[src/pkg/bpg_defs.vh]
`ifndef BPG_DEFS_VH
`define BPG_DEFS_VH
// register indices (printed offsets are not all multiples of four)
`define BPG_IDX_BYTECNT 8'h71
`define BPG_IDX_STATCTL 8'h72
`define BPG_IDX_PKTLEN 8'h7B
`define BPG_IDX_GAPLEN 8'h7C
`define BPG_IDX_CONFIG 8'h80
`define BPG_IDX_IRQSTAT 8'h81
`define BPG_IDX_IRQEN 8'h82
`define BPG_IDX_IRQCLR 8'h83
`define BPG_IDX_PKTCNT 8'h84
// field positions
`define BPG_LOCK_BIT 0
`define BPG_LOCKCLR_BIT 1
`define BPG_BYTEOVF_BIT 9
`define BPG_PKTOVF_BIT 10
`define BPG_CFG_GENEN_BIT 0
`define BPG_CFG_CHKEN_BIT 1
`define BPG_CFG_MODE_BIT 2
// reset values
`define BPG_PKTLEN_RST 16'h05DC
`define BPG_GAPLEN_RST 8'h7D
`define BPG_CONFIG_RST 3'h0
// generator timing
`define BPG_PREAMBLE_NIBBLES 5'h0D
`define BPG_PREAMBLE_NIB 4'h5
`define BPG_SFD_BYTE 8'hD5
`define BPG_GAP_STEP_SHIFT 2
`define BPG_LFSR_SEED 8'hFF
`endif

[src/rtl/bpg_prbs_step.v]
`timescale 1ns/10ps
// next byte of the x^8+x^6+x^5+x^4+1 sequence, one bit per lfsr step
module bpg_prbs_step (
	// current state
	input wire [7:0] stateIn,
	// eight steps later
	output wire [7:0] stateOut
);
	wire [7:0] chain [0:8]; // intermediate states
	assign chain[0] = stateIn;
	genvar i;
	generate
		for (i = 0; i < 8; i = i + 1) begin : step
			// galois-free fibonacci shift, feedback from the taps
			assign chain[i+1] = {chain[i][6:0], chain[i][7] ^ chain[i][5] ^ chain[i][4] ^ chain[i][3]};
		end
	endgenerate
	assign stateOut = chain[8];
endmodule

[src/rtl/bpg_selftest.v]
`timescale 1ns/10ps
`include "bpg_defs.vh"
// Function
// - 8-bit error byte counter in status bits 7:0
// - writing bit 0 freezes counter snapshot
// - writing bit 1 locks and clears counters
// - packet counter overflow sets bit 10
// - byte counter overflow sets bit 9
// - overflow flags held until lock-and-clear
// - 16-bit packet length, resets to 1500
// - thirteen 0x5 nibbles then 0xD5 delimiter
// - 8-bit gap field, resets to 0x7D
// - gap bytes equal four times field, two for a zero field
// - 16-bit received byte count, lockable, saturating
module bpg_selftest (
	// clock and reset
	input wire ref_clk,
	input wire rst_n,
	// apb slave
	input wire psel,
	input wire penable,
	input wire pwrite,
	input wire [11:0] paddr,
	input wire [31:0] pwdata,
	output reg [31:0] prdata,
	output reg pready,
	output reg pslverr,
	// generated byte stream toward the line
	output reg txValid_reg,
	output reg [7:0] txData_reg,
	output reg txFrame_reg,
	// received byte stream, same clock, no synchroniser needed
	input wire rxValid,
	input wire [7:0] rxData,
	input wire rxFrame,
	// interrupt
	output reg irq_reg
);
	localparam ST_IDLE = 2'h0; // generator waiting
	localparam ST_PRE = 2'h1; // preamble and delimiter
	localparam ST_DATA = 2'h2; // payload bytes
	localparam ST_GAP = 2'h3; // idle gap
	// configuration
	reg [15:0] pktLen_reg; // generated_packet_length
	reg [7:0] gapLen_reg; // inter_packet_gap_length
	reg [2:0] config_reg; // enables and counting_mode_setting
	reg [2:0] irqEn_reg; // interrupt enables
	reg [2:0] irqStat_reg; // sticky events
	// checker
	reg [7:0] errCnt_reg; // error_byte_counter live
	reg [15:0] byteCnt_reg; // received_byte_counter live
	reg [15:0] pktCnt_reg; // received packets live
	reg [7:0] errSnap_reg; // locked copies read by software
	reg [15:0] byteSnap_reg;
	reg [15:0] pktSnap_reg;
	reg byteOvf_reg; // byte_count_overflow_flag
	reg pktOvf_reg; // packet_count_overflow_flag
	reg [7:0] rxLfsr_reg; // checker prediction
	reg rxSynced_reg; // first byte seeds the predictor
	reg rxFramePrev_reg; // for frame end detection
	// generator
	reg [1:0] state_reg;
	reg [15:0] cnt_reg; // byte or nibble position
	reg [7:0] txLfsr_reg;
	wire [7:0] txLfsrNext;
	wire [7:0] rxLfsrNext;
	wire [7:0] rxSeedNext;
	// apb decode
	wire [9:0] wordIdx = paddr[11:2];
	wire acc = psel & penable & pready;
	wire wrStb = acc & pwrite;
	wire rdStb = acc & ~pwrite;
	wire wrStat = wrStb & (wordIdx == {2'h0, `BPG_IDX_STATCTL});
	wire lockCmd = wrStat & (pwdata[`BPG_LOCK_BIT] | pwdata[`BPG_LOCKCLR_BIT]);
	wire clrCmd = wrStat & pwdata[`BPG_LOCKCLR_BIT];
	wire satMode = ~config_reg[`BPG_CFG_MODE_BIT];
	// checker byte events
	wire rxByte = rxValid & config_reg[`BPG_CFG_CHKEN_BIT];
	wire rxErr = rxByte & rxSynced_reg & (rxData != rxLfsr_reg);
	wire pktEnd = rxFramePrev_reg & ~rxFrame & config_reg[`BPG_CFG_CHKEN_BIT];
	wire byteWrap = rxByte & (byteCnt_reg == 16'hFFFF);
	wire pktWrap = pktEnd & (pktCnt_reg == 16'hFFFF);
	wire errWrap = rxErr & (errCnt_reg == 8'hFF);
	wire [2:0] evt = {errWrap, pktWrap, byteWrap};
	wire [15:0] gapBytes = {6'h00, gapLen_reg, 2'h0};
	wire genEn = config_reg[`BPG_CFG_GENEN_BIT];

	bpg_prbs_step txStep (
		.stateIn(txLfsr_reg),
		.stateOut(txLfsrNext)
	);
	bpg_prbs_step rxStep (
		.stateIn(rxLfsr_reg),
		.stateOut(rxLfsrNext)
	);
	bpg_prbs_step rxSeed (
		.stateIn(rxData),
		.stateOut(rxSeedNext)
	);

	// apb handshake: one wait state so every access answers on the second access cycle
	always @(posedge ref_clk or negedge rst_n) begin
		if (!rst_n) begin
			pready <= 1'b0;
		end else begin
			pready <= psel & penable & ~pready;
		end
	end

	// configuration writes
	always @(posedge ref_clk or negedge rst_n) begin
		if (!rst_n) begin
			pktLen_reg <= `BPG_PKTLEN_RST;
			gapLen_reg <= `BPG_GAPLEN_RST;
			config_reg <= `BPG_CONFIG_RST;
			irqEn_reg <= 3'h0;
		end else if (wrStb) begin
			case (wordIdx)
				{2'h0, `BPG_IDX_PKTLEN}: pktLen_reg <= pwdata[15:0];
				{2'h0, `BPG_IDX_GAPLEN}: gapLen_reg <= pwdata[7:0];
				{2'h0, `BPG_IDX_CONFIG}: config_reg <= pwdata[2:0];
				{2'h0, `BPG_IDX_IRQEN}: irqEn_reg <= pwdata[2:0];
				default: begin
					// other writes steer nothing here
				end
			endcase
		end
	end

	// sticky events: a new event wins over a clear in the same cycle
	always @(posedge ref_clk or negedge rst_n) begin
		if (!rst_n) begin
			irqStat_reg <= 3'h0;
			irq_reg <= 1'b0;
		end else begin
			if (wrStb && wordIdx == {2'h0, `BPG_IDX_IRQCLR}) begin
				irqStat_reg <= (irqStat_reg & ~pwdata[2:0]) | evt;
			end else begin
				irqStat_reg <= irqStat_reg | evt;
			end
			irq_reg <= |(irqStat_reg & irqEn_reg);
		end
	end

	// read mux, registered; unmapped reads return zero without error
	always @(posedge ref_clk or negedge rst_n) begin
		if (!rst_n) begin
			prdata <= 32'h00000000;
			pslverr <= 1'b0;
		end else begin
			pslverr <= 1'b0;
			if (psel & penable & ~pready & ~pwrite) begin
				case (wordIdx)
					{2'h0, `BPG_IDX_BYTECNT}: prdata <= {16'h0000, byteSnap_reg};
					{2'h0, `BPG_IDX_STATCTL}: prdata <= {21'h000000, pktOvf_reg, byteOvf_reg,
						1'b0, errSnap_reg};
					{2'h0, `BPG_IDX_PKTLEN}: prdata <= {16'h0000, pktLen_reg};
					{2'h0, `BPG_IDX_GAPLEN}: prdata <= {24'h000000, gapLen_reg};
					{2'h0, `BPG_IDX_CONFIG}: prdata <= {29'h00000000, config_reg};
					{2'h0, `BPG_IDX_IRQSTAT}: prdata <= {29'h00000000, irqStat_reg};
					{2'h0, `BPG_IDX_IRQEN}: prdata <= {29'h00000000, irqEn_reg};
					{2'h0, `BPG_IDX_PKTCNT}: prdata <= {16'h0000, pktSnap_reg};
					default: prdata <= 32'h00000000;
				endcase
			end
		end
	end

	// checker counters; the clear takes priority over same-cycle counting
	always @(posedge ref_clk or negedge rst_n) begin
		if (!rst_n) begin
			errCnt_reg <= 8'h00;
			byteCnt_reg <= 16'h0000;
			pktCnt_reg <= 16'h0000;
			byteOvf_reg <= 1'b0;
			pktOvf_reg <= 1'b0;
		end else if (clrCmd) begin
			errCnt_reg <= 8'h00;
			byteCnt_reg <= 16'h0000;
			pktCnt_reg <= 16'h0000;
			byteOvf_reg <= 1'b0;
			pktOvf_reg <= 1'b0;
		end else begin
			if (rxErr && !(satMode && errCnt_reg == 8'hFF)) begin
				errCnt_reg <= errCnt_reg + 8'h01;
			end
			if (rxByte && !(satMode && byteCnt_reg == 16'hFFFF)) begin
				byteCnt_reg <= byteCnt_reg + 16'h0001;
			end
			if (pktEnd && !(satMode && pktCnt_reg == 16'hFFFF)) begin
				pktCnt_reg <= pktCnt_reg + 16'h0001;
			end
			// flags stick until the lock-and-clear command
			if (byteWrap) begin
				byteOvf_reg <= 1'b1;
			end
			if (pktWrap) begin
				pktOvf_reg <= 1'b1;
			end
		end
	end

	// snapshot taken on either lock command; software reads only the frozen copy
	always @(posedge ref_clk or negedge rst_n) begin
		if (!rst_n) begin
			errSnap_reg <= 8'h00;
			byteSnap_reg <= 16'h0000;
			pktSnap_reg <= 16'h0000;
		end else if (lockCmd) begin
			errSnap_reg <= errCnt_reg;
			byteSnap_reg <= byteCnt_reg;
			pktSnap_reg <= pktCnt_reg;
		end
	end

	// predictor: first byte of each frame seeds it, later bytes are compared
	always @(posedge ref_clk or negedge rst_n) begin
		if (!rst_n) begin
			rxLfsr_reg <= `BPG_LFSR_SEED;
			rxSynced_reg <= 1'b0;
			rxFramePrev_reg <= 1'b0;
		end else begin
			rxFramePrev_reg <= rxFrame;
			if (!rxFrame) begin
				rxSynced_reg <= 1'b0;
			end else if (rxByte) begin
				rxSynced_reg <= 1'b1;
				// reseeding each frame keeps one lost byte from poisoning later frames
				rxLfsr_reg <= rxSynced_reg ? rxLfsrNext : rxSeedNext;
			end
		end
	end

	// generator: preamble nibbles, payload, gap
	always @(posedge ref_clk or negedge rst_n) begin
		if (!rst_n) begin
			state_reg <= ST_IDLE;
			cnt_reg <= 16'h0000;
			txLfsr_reg <= `BPG_LFSR_SEED;
			txValid_reg <= 1'b0;
			txData_reg <= 8'h00;
			txFrame_reg <= 1'b0;
		end else begin
			case (state_reg)
				ST_IDLE: begin
					txValid_reg <= 1'b0;
					txFrame_reg <= 1'b0;
					cnt_reg <= 16'h0000;
					if (genEn && pktLen_reg != 16'h0000) begin
						state_reg <= ST_PRE;
					end
				end
				ST_PRE: begin
					// thirteen nibbles go out as low nibbles, then the delimiter byte
					txValid_reg <= 1'b1;
					txFrame_reg <= 1'b1;
					if (cnt_reg < {11'h000, `BPG_PREAMBLE_NIBBLES}) begin
						txData_reg <= {4'h0, `BPG_PREAMBLE_NIB};
						cnt_reg <= cnt_reg + 16'h0001;
					end else begin
						txData_reg <= `BPG_SFD_BYTE;
						cnt_reg <= 16'h0000;
						state_reg <= ST_DATA;
					end
				end
				ST_DATA: begin
					txData_reg <= txLfsr_reg;
					txLfsr_reg <= txLfsrNext;
					if (cnt_reg == pktLen_reg - 16'h0001) begin
						cnt_reg <= 16'h0000;
						state_reg <= ST_GAP;
					end else begin
						cnt_reg <= cnt_reg + 16'h0001;
					end
				end
				ST_GAP: begin
					// the idle cycle that follows counts as part of the gap, so exit one early
					// limitation: a field of zero still leaves two idle cycles between frames
					txValid_reg <= 1'b0;
					txFrame_reg <= 1'b0;
					if (cnt_reg + 16'h0002 >= gapBytes) begin
						state_reg <= ST_IDLE;
					end else begin
						cnt_reg <= cnt_reg + 16'h0001;
					end
				end
				default: state_reg <= ST_IDLE;
			endcase
		end
	end
endmodule

[config.mk]
export PLATFORM = sky130hd
export DESIGN_NAME = bpg_selftest
export DESIGN_NICKNAME = d
export VERILOG_FILES = /design/src/rtl/bpg_prbs_step.v /design/src/rtl/bpg_selftest.v
export VERILOG_INCLUDE_DIRS = /design/src /design/src/pkg
export SDC_FILE = /design/constraint.sdc
export NUM_CORES = 1
export LEC_CHECK = 0
export BUFFER_PORTS_ARGS = -buffer_cell sky130_fd_sc_hd__buf_2
export CAP_MARGIN = 0
export CORE_MARGIN = 2
export CORE_UTILIZATION = 40
export CTS_CLUSTER_DIAMETER = 200
export DETAILED_ROUTE_END_ITERATION = 8
export MAX_ROUTING_LAYER = met4
export SETUP_SLACK_MARGIN = 0.05
export SLEW_MARGIN = 15
export SYNTH_ARGS = -nofsm -noshare
export SYNTH_HDL_FRONTEND = slang
export SYNTH_SLANG_ARGS = --single-unit
[constraint.sdc]
create_clock -name ref_clk -period 3.1 [get_ports ref_clk]
set_input_delay 0.465 -clock ref_clk [delete_from_list [all_inputs] [get_ports ref_clk]]
set_output_delay 0.465 -clock ref_clk [all_outputs]
set_load 0.02 [all_outputs]
==> flow_summary.toml <==
[timing]
fin_skew_ps = 15.6
setup_violations = 0
worstMarginPinSlew_ps = 743
holdWs_ps = -10.0
worst_slack_ps = 130
layout_worst_path_cycle_share_pct = 95.8
fin_crit_ps = 2970
maxSlewViolCount = 0
rsz0062_at_grt = "true"
finalHoldViolCount = 5
slew_headroom_pct = 50.3
max_freq_mhz = 337

[clock_tree]
cts_hold_buf = 0
ctsRootBufferMaster = "clkbuf_16"
clk_pin_slew_ps = 70
cts_tree = "built"
h-tree-depth = 4
clkSinkCount = 178
clk_latency_ps = 440
clk_path_buf_depth = 2
cts_buffers = 17

[global_route]
grt_pass1_wl_um = 38200
grt_pass1_vias = 7344
grt_max_degree = 62
grtUsageTotal_pct = 19.0
gr-total-overflow = 0
antenna_found_initial = 0

[floorplan]
die_h_um = 161
placementRows = 57
ioPinCount = 104
coreArea_um2 = 24300
initial_core_util_pct = 40.8
die_w_um = 161
die_area_um2 = 26100

[worst_setup_path]
worstSetupStartpoint = "pktLen_reg[7]"
rr_startpoint = "pktLen_reg[7]"
critical_path.max_fanout = 13
crit_arrival_ps = 3270
start_kind = "flop"
cpMaxStageDelayCell = "or4_4"
timing.critical_path.mode_cell = "or4_4"
worstReg2RegEnd = "cnt_reg[10]"
r2r.worst_path.cells = 10
required_ps = 3400
crit_chain = "or4_4 -> or4_4 -> or3_1 -> a22oi_2 -> and4bb_4 -> buf_4 -> a211oi_4 -> buf_12 -> o21ai_0 -> mux2i_1"
path_class = "flop to flop"
cp-end-kind = "flop"
rrSetupSlack_ps = 130
crit_end = "cnt_reg[10]"
critPathMaxStageDelay_ps = 560

[pwr]
total_power_mw = 6.76
ir_drop_v = 0.000459
combPwrFrac_pct = 25.8
cellLeakagePower_nw = 5.23
p_per_area_nw_per_um2 = 590
sw_frac_of_total_pct = 32.3
p_sw_mw = 2.18
pwr-share-clk_pct = 33.9
power_frac_seq_pct = 40.3
p_int_mw = 4.58

[route]
drtIter0Drc = 564
first_pass_iters = 5
drc = 0
ant_nets = 0
viasPerCell = 5.27
vias = 7482
wl_per_cell_um = 16.2
drt-total-wl_um = 23000

[synth]
synth_edf_count = 0
syn_area_um2 = 9920
ys.warnings.count = 0
ys_seq_area_share_pct = 45.3
ys.flop_type = "dfrtp_1"
syn_area_per_cell_um2 = 9.79
synth_cell_type_count = 62
synthArstFlopShare_pct = 100
yosys_register_bits = 178
netlist_instances = 1013

[placement]
numPortBuffers = 68
hpwl_um = 17000
dpl_cell_area_um2 = 10700
dp.cells = 1384
place_ws_ps = -133
place.gp.congestion = 0.871

[final_layout]
antenna_cells = 0
area_growth_pct = 15.5
final_nets = 1163
fin_area_um2 = 11500
final_cells = 1420
final_layout_size_suffix_gt1_share_pct = 23.8

[job]
maxCapViolCount = 0

[min_path]
hold_path.class = "input pin to async pin"

[outcome]
violations = "negative hold slack"
status = "finished, violations left"
[metal layers]
metal,GRT usage (%),up-vias,routed length [µm]
li1,-,3661,-
met2,30.9,131,11200
met5,-,-,0
met1,24.2,3661,10500
met4,5.60,0,458
met3,3.54,29,822
[metrics by stage]
stage                     setup TNS (ps)  utilization, %
after global placement              -305            44.2
after detailed placement           -1000            44.2
after floorplan                        0               -
final                                  0            47.1
after CTS                              0            46.8
after global routing               -42.2            47.1
[what timing repair did]
action                     CTS  global route
setup endpoints to repair   14            17
resized for setup            1             5
buffers inserted             0             4
pin swaps                    0             2
[layout make-up]
type,instances,area [µm²]
Clock buffer,19,453
Clock inverter,13,186
Fill cell,2314,12900
Inverter,41,154
Multi-Input combinational cell,730,5030
Sequential cell,178,4490
Tap cell,324,405
Timing Repair Buffer,115,737
[cell families after synthesis]
| family | after synthesis | share of synthesized area [%] |
|---|---|---|
| fa+ha+maj | 21 | 2.65 |
| mux | 77 | 8.56 |
| xor+xnor | 121 | 10.7 |
| other cells | 1 | 0.0378 |
| simple gates | 308 | 15.1 |
| flops | 178 | 45.3 |
| compound gates | 186 | 12.3 |
| buf+inv | 121 | 5.40 |
[worst max-delay path, delay by kind of cell (launching register included)]
kind / cells / cell delay [ps]
AOI/OAI and AO/OA: 3 / 390
buffers and inverters: 2 / 300
DFF: 1 / 370
muxes: 1 / 110
and+or+nand+nor: 4 / 1660
[synthesized netlist by cell type, types with 3 or more instances]
master / count / area (µm²)
a21oi_1: 40 / 200
nor2_1: 97 / 364
clkbuf_1: 58 / 218
nand2_1: 70 / 263
dfrtp_1: 149 / 3730
o21ai_0: 51 / 255
o21a_1: 5 / 37.5
a221oi_1: 3 / 26.3
and3_1: 7 / 43.8
nor3_1: 15 / 75.1
a21boi_0: 3 / 22.5
xor2_1: 62 / 543
nand4_1: 21 / 131
xnor2_1: 59 / 517
o21bai_1: 5 / 37.5
buf_4: 19 / 143
a21o_1: 5 / 37.5
nand3_1: 29 / 145
or2_2: 4 / 25.0
nand2b_1: 8 / 50.1
o211ai_1: 5 / 37.5
inv_1: 41 / 154
mux2_2: 59 / 664
ha_1: 21 / 263
and2_1: 4 / 25.0
o22ai_1: 9 / 56.3
nor2b_1: 11 / 68.8
a222oi_1: 14 / 140
nor4b_1: 3 / 26.3
a22oi_1: 11 / 82.6
and4_1: 3 / 26.3
or3_1: 10 / 62.6
nor4_1: 17 / 106
mux2i_1: 17 / 170
a31oi_1: 15 / 93.8
dfstp_2: 29 / 762
[power groups by stage]
| stage | Sequential [mW] | Clock [mW] | Combinational (mW) |
|---|---|---|---|
| floorplan | 2.78 | 0 | 1.23 |
| global placement | 2.77 | 0 | 1.65 |
| detailed placement | 2.77 | 0 | 1.66 |
| CTS | 2.73 | 2.34 | 1.69 |
| global route | 2.75 | 2.43 | 1.95 |
| finish | 2.73 | 2.30 | 1.74 |
[placed cells by master, fill, tap and decap left out, types with 4 or more instances in the layout]
cell	instances
dfrtp_1	149
nor2_1	96
nand2_1	70
buf_2	67
xor2_1	62
mux2_2	59
xnor2_1	58
o21ai_0	51
buf_4	44
inv_1	41
a21oi_1	39
nand3_1	29
dfstp_2	29
nand4_1	21
ha_1	21
nor4_1	17
mux2i_1	17
conb_1	17
clkbuf_16	17
a31oi_1	15
a222oi_1	14
nor3_1	12
nor2b_1	11
or3_1	10
a22oi_1	10
o22ai_1	9
nand2b_1	8
and3_1	7
a21o_1	5
o21a_1	5
o211ai_1	5
o21bai_1	5
and2_1	4
or2_2	4
[how the worst min path moves through the flow]
stage                   start             end  slack (ps)  depth (start not counted)
6_report                rst_n   gapLen_reg[1]         -10                          1
2_1_floorplan           rst_n  byteCnt_reg[0]         170                          0
3_5_place_dp   errSnap_reg[6]  errSnap_reg[6]         470                          2
4_1_cts                 rst_n   gapLen_reg[1]          10                          1
3_3_place_gp   errSnap_reg[6]  errSnap_reg[6]         470                          2
5_1_grt                 rst_n   gapLen_reg[1]          30                          1
No activity file was read; power rests on OpenSTA's default activity.
